$ cat src/common/act_defines.vh
// Register word indices, field positions and reset values of the channel trim bank.
`ifndef ACT_DEFINES_VH
`define ACT_DEFINES_VH
`define ACT_IDX_POWER_DOWN 8'h29
`define ACT_IDX_RANGE_SEL 8'h2a
`define ACT_IDX_OFFSET 8'h2b
`define ACT_IDX_GAIN 8'h2e
`define ACT_IDX_PHASE 8'h30
`define ACT_IDX_AVG_CTRL 8'h27
`define ACT_RST_POWER_DOWN 4'h0
`define ACT_RST_RANGE_SEL 4'hf
`define ACT_RST_OFFSET 16'h0000
`define ACT_RST_GAIN 16'h8000
`define ACT_RST_PHASE 16'h0000
`define ACT_RST_AVG_EN 1'b0
`define ACT_AVG_EN_BIT 7
`define ACT_OFFSET_LSB 8
`define ACT_GAIN_SHIFT 15
`define ACT_SAT_MAX 16'h7fff
`define ACT_SAT_MIN 16'h8000
`endif

$ cat src/logic/act_trim_bank.v
// Channel power-down, range select and channel 0 trim registers with datapath.
//
// Implementation choice: register access over APB.
`timescale 1ns/1ns
`default_nettype none
`include "act_defines.vh"
module act_trim_bank (
    input wire clk_sys_i,
    input wire rst_i,
    input wire psel_i,
    input wire penable_i,
    input wire pwrite_i,
    input wire [11:0] paddr_i,
    input wire [31:0] pwdata_i,
    output wire pready_o,
    output reg [31:0] prdata_o,
    output wire pslverr_o,
    input wire [3:0] conv_req_i,
    output wire [3:0] conv_start_o,
    output wire [3:0] chan_power_down_o,
    output wire [3:0] chan0_range_code_o,
    output wire chan0_range_bipolar_o,
    output reg [2:0] chan0_range_span_o,
    output wire averaging_enable_o,
    output wire [15:0] chan0_phase_o,
    input wire sample_valid_i,
    input wire [15:0] sample_i,
    output reg result_valid_o,
    output reg [15:0] result_o
);
    localparam [9:0] IDX_POWER_DOWN = {2'b00, `ACT_IDX_POWER_DOWN};
    localparam [9:0] IDX_RANGE_SEL = {2'b00, `ACT_IDX_RANGE_SEL};
    localparam [9:0] IDX_OFFSET = {2'b00, `ACT_IDX_OFFSET};
    localparam [9:0] IDX_GAIN = {2'b00, `ACT_IDX_GAIN};
    localparam [9:0] IDX_PHASE = {2'b00, `ACT_IDX_PHASE};
    localparam [9:0] IDX_AVG_CTRL = {2'b00, `ACT_IDX_AVG_CTRL};
    localparam signed [33:0] SAT_HI = 34'sd32767;
    localparam signed [33:0] SAT_LO = -34'sd32768;

    reg [3:0] power_down_q;
    reg [3:0] range_sel_q;
    reg [15:0] offset_q;
    reg [15:0] gain_q;
    reg [15:0] phase_q;
    reg avg_en_q;
    reg ready_q;
    reg [31:0] rdata_d;
    reg hit_d;
    reg [15:0] result_d;
    wire [9:0] idx;
    wire acc_phase;
    wire wr_en;
    wire rd_load;
    wire sel_power_down;
    wire sel_range_sel;
    wire sel_offset;
    wire sel_gain;
    wire sel_phase;
    wire sel_avg_ctrl;
    wire smp_take;
    wire signed [16:0] sum;
    wire signed [33:0] prod;
    wire signed [33:0] scaled;

    assign idx = paddr_i[11:2];
    assign sel_power_down = (idx == IDX_POWER_DOWN);
    assign sel_range_sel = (idx == IDX_RANGE_SEL);
    assign sel_offset = (idx == IDX_OFFSET);
    assign sel_gain = (idx == IDX_GAIN);
    assign sel_phase = (idx == IDX_PHASE);
    assign sel_avg_ctrl = (idx == IDX_AVG_CTRL);

    // The access phase has one wait state, so read data is already registered
    // when pready shows; a write lands on the edge that ends the access.
    assign acc_phase = psel_i & penable_i;
    assign wr_en = acc_phase & ready_q & pwrite_i;
    assign rd_load = acc_phase & ~ready_q & ~pwrite_i;
    assign pready_o = ready_q;
    assign pslverr_o = acc_phase & ready_q & ~hit_d;

    always @(posedge clk_sys_i) begin
        if (rst_i) begin
            ready_q <= 1'b0;
        end else begin
            ready_q <= acc_phase & ~ready_q;
        end
    end

    // Read multiplexer; reserved bits always read as zero.
    always @* begin
        hit_d = 1'b1;
        rdata_d = 32'h0000_0000;
        if (sel_power_down) begin
            rdata_d = {28'h000_0000, power_down_q};
        end else if (sel_range_sel) begin
            rdata_d = {28'h000_0000, range_sel_q};
        end else if (sel_offset) begin
            rdata_d = {8'h00, offset_q, 8'h00};
        end else if (sel_gain) begin
            rdata_d = {16'h0000, gain_q};
        end else if (sel_phase) begin
            rdata_d = {16'h0000, phase_q};
        end else if (sel_avg_ctrl) begin
            rdata_d = {24'h00_0000, avg_en_q, 7'h00};
        end else begin
            hit_d = 1'b0;
        end
    end

    always @(posedge clk_sys_i) begin
        if (rst_i) begin
            prdata_o <= 32'h0000_0000;
        end else if (rd_load) begin
            prdata_o <= rdata_d;
        end
    end

    // One register per block; each loads only on its own write.
    always @(posedge clk_sys_i) begin
        if (rst_i) begin
            power_down_q <= `ACT_RST_POWER_DOWN;
        end else if (wr_en & sel_power_down) begin
            power_down_q <= pwdata_i[3:0];
        end
    end

    always @(posedge clk_sys_i) begin
        if (rst_i) begin
            range_sel_q <= `ACT_RST_RANGE_SEL;
        end else if (wr_en & sel_range_sel) begin
            range_sel_q <= pwdata_i[3:0];
        end
    end

    always @(posedge clk_sys_i) begin
        if (rst_i) begin
            offset_q <= `ACT_RST_OFFSET;
        end else if (wr_en & sel_offset) begin
            offset_q <= pwdata_i[23:8];
        end
    end

    always @(posedge clk_sys_i) begin
        if (rst_i) begin
            gain_q <= `ACT_RST_GAIN;
        end else if (wr_en & sel_gain) begin
            gain_q <= pwdata_i[15:0];
        end
    end

    always @(posedge clk_sys_i) begin
        if (rst_i) begin
            phase_q <= `ACT_RST_PHASE;
        end else if (wr_en & sel_phase) begin
            phase_q <= pwdata_i[15:0];
        end
    end

    always @(posedge clk_sys_i) begin
        if (rst_i) begin
            avg_en_q <= `ACT_RST_AVG_EN;
        end else if (wr_en & sel_avg_ctrl) begin
            avg_en_q <= pwdata_i[`ACT_AVG_EN_BIT];
        end
    end

    assign conv_start_o = conv_req_i & ~power_down_q;
    assign chan_power_down_o = power_down_q;
    assign chan0_range_code_o = range_sel_q;
    assign chan0_range_bipolar_o = range_sel_q[0];
    assign averaging_enable_o = avg_en_q;
    assign chan0_phase_o = avg_en_q ? phase_q : 16'h0000;

    // Span index 0..7 stands for 2.5, 5, 6.25, 10, 12.5, 20, 25 and 40 V.
    always @* begin
        chan0_range_span_o = range_sel_q[3:1];
    end

    // The product of a 17-bit sum and a 17-bit gain fits in 34 bits.
    assign smp_take = sample_valid_i & ~power_down_q[0];
    assign sum = $signed({sample_i[15], sample_i}) +
                 $signed({offset_q[15], offset_q});
    assign prod = sum * $signed({1'b0, gain_q});
    assign scaled = prod >>> `ACT_GAIN_SHIFT;

    always @* begin
        if (scaled > SAT_HI) begin
            result_d = `ACT_SAT_MAX;
        end else if (scaled < SAT_LO) begin
            result_d = `ACT_SAT_MIN;
        end else begin
            result_d = scaled[15:0];
        end
    end

    always @(posedge clk_sys_i) begin
        if (rst_i) begin
            result_valid_o <= 1'b0;
            result_o <= 16'h0000;
        end else begin
            result_valid_o <= smp_take;
            if (smp_take) begin
                result_o <= result_d;
            end
        end
    end
endmodule // act_trim_bank
`default_nettype wire

$ cat config.mk
export PLATFORM = sky130hd
export DESIGN_NAME = act_trim_bank
export DESIGN_NICKNAME = d
export VERILOG_FILES = /design/src/logic/act_trim_bank.v
export VERILOG_INCLUDE_DIRS = /design/src /design/src/common
export SDC_FILE = /design/constraint.sdc
export NUM_CORES = 1
export LEC_CHECK = 0
export BUFFER_PORTS_ARGS = -buffer_cell sky130_fd_sc_hd__buf_4
export CORE_UTILIZATION = 56
export CTS_CLUSTER_SIZE = 14
export DETAILED_ROUTE_END_ITERATION = 8
export HOLD_SLACK_MARGIN = 0.12
export PLACE_DENSITY = 0.86
export SLEW_MARGIN = 20
export SYNTH_ARGS = -nofsm -noshare
export SYNTH_HDL_FRONTEND = slang
export SYNTH_SLANG_ARGS = --single-unit
$ cat constraint.sdc
create_clock -name clk_sys_i -period 10.35 [get_ports clk_sys_i]
set_input_delay 2.07 -clock clk_sys_i [delete_from_list [all_inputs] [get_ports clk_sys_i]]
set_output_delay 2.07 -clock clk_sys_i [all_outputs]
set_load 0.03 [all_outputs]
Yosys cells after proc, flatten, opt, wreduce, memory -nomap -nowiden

Index checks and enable logic that the tools add are counted.

$add $sub $neg: 1
$mul: 1
Magnitude comparators: 2
Eq/ne operators: 6
Mux-type cells: 15
Bitwise logic cells: 19

Operators by type and width:

| kind                 | count |
|---|---|
| $mux 16              | 5 |
| $mux 24              | 3 |
| $eq 10x6->1 const B  | 6 |
| $mul 17x17->34       | 1 |
| $gt 19x16->1 const B | 1 |
| $lt 19x16->1 const B | 1 |
| $add 16x16->17       | 1 |
| $and 1x1->1          | 13 |
| $mux 8               | 1 |
| $mux 1               | 6 |
| $and 4x4->4          | 1 |
| $not 1->1            | 4 |
| $not 4->4            | 1 |

Flip-flop bits (word level): 107
Bits of input ports: 70
Output and inout port bits: 84

Longest topological paths before layout

Gate-level depths: netlist of the first run.

Depth after elaboration: 9
Mapped depth: 37
Mapped depth without buffers: 35

Worst setup path before layout of the first run

No wires, ideal clock.

Path kind: input -> register
Start point: input port sample_i[0]
End point: register result_o[4]
Library setup time: 0.074 ns
Data arrival time: 9.689 ns
Required time: 10.276 ns
Slack: 0.587 ns
Stages: 33
Cell sequence: ha_1 > inv_1 > fa_1 > nor2b_1 > o21a_1 > o21a_1 > o211ai_1 > nand4_1 > o211ai_1 > o221a_2 > buf_2 > nand2_1 > inv_1 > fa_1 > fa_1 > clkbuf_1 > xnor2_1 > xnor2_1 > fa_1 > fa_1 > inv_1 > fa_1 > inv_1 > ha_1 > a21o_1 > a211oi_2 > nand3_1 > o21ai_1 > mux2_2 > o31ai_4 > buf_6 > a21oi_2 > nor3_2

Cells in the longest elaborated chain, start to end: 5
Elaborated cells on any way between the ends: 6
Those cells by class: add/sub: 1; mul: 1; order compare: 2; mux: 2

Ends and longest elaborated chain:

| what                 | line                | RTL |
|---|---|---|
| from (decl)          | act_trim_bank.v:27  | `input wire [15:0] sample_i,` |
| $add 16x16->17 *     | act_trim_bank.v:181 | `assign sum = $signed({sample_i[15], sample_i}) +` |
| $mul 17x17->34 *     | act_trim_bank.v:183 | `assign prod = sum * $signed({1'b0, gain_q});` |
| $lt 19x16->1         | act_trim_bank.v:189 | `end else if (scaled < SAT_LO) begin` |
| $mux 16              | act_trim_bank.v:189 |  |
| $mux 16 *            | act_trim_bank.v:187 | `if (scaled > SAT_HI) begin` |
| to (signal assigned) | act_trim_bank.v:203 | `result_o <= result_d;` |
| to (decl)            | act_trim_bank.v:29  | `output reg [15:0] result_o` |

Mark *: on every way between the ends. The rest lies on a longest branch, timed or not.
A chain may end at the register's enable or synchronous reset.

Final worst setup path of the first run

Start point: input port sample_i[0]
End point: register result_o[9]

The elaborated chain is that of the path after synthesis.

==> results of run 1 <==
==> synthesized netlist by cell type (3+ instances only) <==
cell type    n
a211o_1      6
a211oi_1     5
o21bai_1     5
a22oi_1     20
xor2_1      10
nor3_1      18
xnor2_1     34
o21ai_0     20
nor3b_1      3
or3_1        5
nand4_1      7
nand2b_1    10
a21o_1      10
mux2i_1     22
and3_1      10
a21oi_2     13
dfxtp_1     99
a221oi_1    12
a221o_1      4
buf_4       12
clkbuf_1    64
a21oi_1     60
o211ai_1     4
ha_1       105
nor3_2      10
a31oi_1      4
nand3_1     13
inv_1      350
buf_2       11
nor2_1      98
o21a_1       5
nor2b_1     26
fa_1       269
nand2_1    225
and2_1     139
maj3_1       3
==> path summary, 6_finish.rpt <==
kind / slack, ns / cells after the start / start / end
worst max-delay path: 0.28 / 35 / sample_i[0] / result_o[9]$_SDFFE_PP0P_
worst min register to register: 0.48 / 2 / phase_q[10]$_SDFFE_PP0P_ / phase_q[10]$_SDFFE_PP0P_
worst min-delay path: 0.48 / 2 / phase_q[10]$_SDFFE_PP0P_ / phase_q[10]$_SDFFE_PP0P_
worst max register to register: 1.75 / 35 / offset_q[0]$_SDFFE_PP0P_ / result_o[9]$_SDFFE_PP0P_
==> power by group through the flow <==
| stage | combinational [mW] | clock, mW | sequential (mW) |
|---|---|---|---|
| floorplan | 0.0886 | 0 | 0.410 |
| global placement | 0.166 | 0 | 0.399 |
| detailed placement | 0.170 | 0 | 0.399 |
| CTS | 0.173 | 0.363 | 0.390 |
| global route | 0.187 | 0.381 | 0.391 |
| finish | 0.176 | 0.363 | 0.391 |
==> state kept, by name, summed over array words and instances, names as in the netlist <==
signal	cells
prdata_o	24
gain_q	16
offset_q	16
phase_q	16
result_o	16
chan0_range_code_o	4
chan_power_down_o	4
averaging_enable_o	1
pready_o	1
result_valid_o	1
==> through the flow <==
step,hold slack (ns),total power [mW],area [sq um]
after global routing,0.4923,0.9597,17120
after detailed placement,0.4614,0.5697,16740
after floorplan,0.4444,0.4987,15320
after global placement,0.4555,0.5656,16740
final,0.4758,0.9298,17120
after CTS,0.4728,0.9266,17050
==> cell families after synthesis <==
logic type,Yosys count,synth area share [%]
AOI/OAI and AO/OA,190,8.844
xor gates and xnor gates,44,2.520
adders and majority gates,377,44.00
buffers and inverters,443,11.37
DFF,99,12.96
muxes,24,1.661
other,1,0.02452
and+or+nand+nor,580,18.62
==> worst min-delay path: stages, from the launching register on <==
cell and delay, ns:
dfxtp_1 0.33, nand2_1 0.05, a21oi_1 0.05
==> layout make-up <==
type | instances | share of cell area [%]
Multi-Input combinational cell | 1223 | 68.10
Sequential cell | 99 | 11.58
Timing Repair Buffer | 186 | 8.327
Inverter | 350 | 7.676
Tap cell | 341 | 2.493
Clock buffer | 10 | 1.338
Clock inverter | 6 | 0.4825
==> layer usage <==
layer / wire (um) / GRT usage (%)
met4: 2146 / 14.80
met2: 19770 / 51.03
met3: 3381 / 6.523
met5: 11 / 0
met1: 14940 / 36.17
==> repair_timing <==
action,CTS,global route
setup endpoints to repair,0,15
gates resized for setup,0,8
setup buffers,0,3
==> flow_metrics.py, run 1 <==
metrics = {
    "yosys": {
        "synthFlopType": "dfxtp_1",
        "synth_area_sq_mm": 0.01529,
        "async_reset_ff_share_pct": 0,
        "synth.distinct_cells": 73,
        "synth.top_cell.area_share_pct": 35.21,
        "avgSynthCellArea_sq_um": 8.699,
        "ys.warnings.count": 0,
        "synth_edf_count": 0,
        "ys_seq_elements": 99,
        "synth_cells": 1758,
        "yosysSeqAreaShare_pct": 12.96,
        "synth_top_cell_by_area": "fa_1",
        "synth.area.top_cells": "fa_1, dfxtp_1, ha_1, inv_1, and2_1",
    },
    "global_route": {
        "grt_usage_pct": 30.02,
        "grt-ovfl-total": 0,
        "grt_first_pass_wirelength_um": 66920,
        "grt_max_degree": 100,
        "first_global_vias": 13600,
        "antenna_found_initial": 1,
    },
    "final_layout": {
        "fin_nets": 2313,
        "final_cells": 2215,
        "drive_gt1_share_pct": 13.45,
        "finish.utilization_pct": 63.68,
        "area_delta_synth_final_pct": 11.91,
        "layout_commonest_cell": "inv_1",
        "layout_common_cells": "inv_1, fa_1, nand2_1",
        "num-fill-cells": 2099,
        "antenna_cells": 0,
        "regArea_sq_mm": 0.001982,
        "multi_input_area_sq_mm": 0.01166,
    },
    "power_and_ir_drop": {
        "p_int_uw": 648.5,
        "seqPwrFrac_pct": 42.0,
        "power.density_mw_per_mm2": 54.33,
        "leakage_nw": 8.475,
        "peakVddDrop_v": 0.00008652,
        "p_sw_uw": 281.3,
        "clockPowerShare_pct": 39.1,
        "power_frac_comb_pct": 19.0,
        "netSwitchingFraction_pct": 30.26,
    },
    "clocking": {
        "htreeDepth": 3,
        "postCtsHoldBufs": 0,
        "clkTransAtPathRegs_ns": 0.08,
        "clockBufferDepth": 2,
        "root_buffer": "clkbuf_16",
        "cts_tree": "yes",
        "clock_sinks": 99,
        "worstSkewPairLatency_ns": 0.37,
        "cts_buffers": 9,
    },
    "placed_design": {
        "routabilityCongestion": 0.9422,
        "hpwl_um": 31740,
        "io_buffer_count": 135,
        "dp.cells": 2196,
        "dp_slack_ns": -0.06793,
    },
    "routing": {
        "drc": 0,
        "first_pass_iters": 5,
        "vias": 12700,
        "routedWlPerCell_um": 18.17,
        "routed_wl_um": 40250,
        "vias_per_cell": 5.734,
        "drtIter0Drc": 1171,
        "postRouteAntennaNets": 0,
    },
    "timing": {
        "setup_tns_ns": 0,
        "fmax_mhz": 99.33,
        "fin_ws_ns": 0.2826,
        "post-route-min-period_ns": 10.07,
        "tightestPinTransition_ns": 1.140,
        "final-setup-viol-count": 0,
        "hold_violations": 0,
        "max_slew_margin_pct": 24.02,
        "maxSlewViolCount": 0,
        "fin_skew_ns": 0.02027,
        "period_share_pct": 97.27,
    },
    "critical_path": {
        "crit_slowest_cell": "fa_1",
        "worstPathRequired_ns": 10.61,
        "cp_num_buf_inv": 9,
        "crit_arrival_ns": 10.33,
        "critPathMaxStageDelay_ns": 0.61,
        "critPathTopFamily": "adder cells",
        "cp_common_cell": "fa_1",
        "path_max_fanout": 14,
        "cp-end-kind": "register",
        "worstSetupPathType": "input pin to register",
        "critPathLaunchType": "input pin",
    },
    "floorplanning": {
        "die_y_um": 167.3,
        "ios": 154,
        "die_w_um": 167.3,
        "core_area_sq_mm": 0.02688,
        "start_util_pct": 56.90,
        "die_area_sq_mm": 0.02797,
        "num_rows": 60,
    },
    "run_status": {
        "status": "finished clean",
    },
    "hold_path": {
        "hp-class": "register to register",
    },
    "job": {
        "max_cap_viol_count": 0,
    },
}
(Power assumes the default switching activity.)
==> inputs of run 2 (changes only) <==
--- a/config.mk
+++ b/config.mk
@@ -11,7 +11,7 @@
 export CTS_CLUSTER_SIZE = 14
 export DETAILED_ROUTE_END_ITERATION = 8
 export HOLD_SLACK_MARGIN = 0.12
-export PLACE_DENSITY = 0.86
+export PLACE_DENSITY = 0.8
 export SLEW_MARGIN = 20
 export SYNTH_ARGS = -nofsm -noshare
 export SYNTH_HDL_FRONTEND = slang
==> flow_metrics.py, run 2 (synthesized netlist as in run 1, its figures left out) <==
metrics = {
    "final_layout": {
        "num-fill-cells": 2192,
        "largest_reg_flops": 24,
        "area_delta_synth_final_pct": 11.58,
        "antenna_cells": 0,
        "fin_nets": 2300,
        "layout_common_cells": "inv_1, fa_1, nand2_1",
        "layout_commonest_cell": "inv_1",
        "regMostFlops": "prdata_o",
        "drive_gt1_share_pct": 12.84,
    },
    "critical_path": {
        "critPathTopFamily": "adder cells",
        "crit_arrival_ns": 10.14,
        "critPathLaunchType": "input pin",
        "cp-end-kind": "register",
        "path_max_fanout": 17,
        "worstPathRequired_ns": 10.62,
        "cp_common_cell": "fa_1",
        "crit_slowest_cell": "fa_1",
        "critPathMaxStageDelay_ns": 0.56,
        "worstSetupPathType": "input pin to register",
        "cp_num_buf_inv": 7,
    },
    "clocking": {
        "clock_sinks": 99,
        "worstSkewPairLatency_ns": 0.36,
        "cts_buffers": 9,
        "cts_resized": 0,
        "clkTransAtPathRegs_ns": 0.08,
        "cts_tree": "yes",
        "cts_setup_buffers": 0,
        "postCtsHoldBufs": 0,
        "htreeDepth": 3,
        "clockBufferDepth": 2,
        "root_buffer": "clkbuf_16",
    },
    "placed_design": {
        "io_buffer_count": 135,
        "hpwl_um": 30390,
        "routabilityCongestion": 0.9051,
        "dp_slack_ns": 0.02639,
    },
    "routing": {
        "drtIter0Drc": 684,
        "routedWlPerCell_um": 17.45,
        "vias": 12260,
        "postRouteAntennaNets": 0,
        "drc": 0,
        "routed_wl_um": 38420,
        "vias_per_cell": 5.569,
        "first_pass_iters": 5,
    },
    "global_route": {
        "grtUsageMet3_pct": 4.680,
        "first_global_vias": 13390,
        "grt-ovfl-total": 0,
        "grt_usage_pct": 29.40,
        "grtUsageMet1_pct": 35.95,
        "grt_max_degree": 100,
        "grt_first_pass_wirelength_um": 65360,
        "met2_usage_pct": 51.76,
        "top_usage_layer": "met2",
        "antenna_found_initial": 0,
    },
    "timing": {
        "fin_skew_ns": 0.01480,
        "period_share_pct": 95.39,
        "post-route-min-period_ns": 9.873,
        "fin_ws_ns": 0.4767,
        "fmax_mhz": 101.3,
        "grt_setup_unrepaired": "no",
        "maxSlewViolCount": 0,
        "setup_tns_ns": 0,
        "tightestPinTransition_ns": 1.128,
        "hold_violations": 0,
        "hold_slack_ns": 0.4783,
        "max_slew_margin_pct": 24.80,
        "final-setup-viol-count": 0,
    },
    "hold_path": {
        "hp-class": "register to register",
    },
    "floorplanning": {
        "die_area_sq_mm": 0.02797,
        "die_w_um": 167.3,
        "start_util_pct": 56.90,
        "num_rows": 60,
        "ios": 154,
        "core_area_sq_mm": 0.02688,
        "die_y_um": 167.3,
    },
    "power_and_ir_drop": {
        "peakVddDrop_v": 0.00008262,
        "power.density_mw_per_mm2": 54.18,
        "leakage_nw": 8.438,
    },
    "run_status": {
        "status": "finished clean",
    },
    "job": {
        "max_cap_viol_count": 0,
    },
}
[run 2: metrics by stage]
stage / total power, mW / instance area [sq um] / cells / util, %
2_1_floorplan: 0.4987 / 15320 / 1765 / -
3_3_place_gp: 0.5651 / 16710 / 2186 / 62.17
3_5_place_dp: 0.5676 / 16710 / 2186 / 62.17
4_1_cts: 0.9252 / 17020 / 2202 / 63.33
5_1_grt: 0.9547 / 17070 / 2202 / 63.50
6_report: 0.9246 / 17070 / 2202 / 63.50
[run 2: final timing paths]
path / slack (ns) / depth (start not counted) / start / endpoint
hold reg to reg: 0.48 / 2 / phase_q[12]$_SDFFE_PP0P_ / phase_q[12]$_SDFFE_PP0P_
hold / removal: 0.48 / 2 / phase_q[12]$_SDFFE_PP0P_ / phase_q[12]$_SDFFE_PP0P_
setup reg to reg: 1.90 / 33 / offset_q[0]$_SDFFE_PP0P_ / result_o[10]$_SDFFE_PP0P_
setup / recovery: 0.48 / 31 / sample_i[1] / result_o[9]$_SDFFE_PP0P_
[run 2: power breakdown]
| part | switching [mW] | total [mW] | internal, mW |
|---|---|---|---|
| registers | 0.00371 | 0.390 | 0.386 |
| logic | 0.105 | 0.172 | 0.0665 |
| clock network | 0.169 | 0.363 | 0.194 |
[run 2: cell type report]
type	count	area, sq um	area share (%)
Tap cell	341	426.7	2.500
Clock inverter	6	82.58	0.4839
Clock buffer	10	229.0	1.342
Inverter	350	1314	7.699
Multi-Input combinational cell	1223	11680	68.46
Sequential cell	99	1982	11.61
Timing Repair Buffer	173	1349	7.904
[run 2: worst min-delay path, cell delays in order (launching register included)]
cell	delay, ns
dfxtp_1	0.33
nand2_1	0.06
a21oi_1	0.05
[run 2: metal layers]
metal	routed length [um]	vias to the layer above	part of all wire [%]
met5	0	-	0
met4	1372	0	3.6
met3	2647	119	6.9
met2	19560	471	51
met1	14840	6106	39
li1	-	5567	-
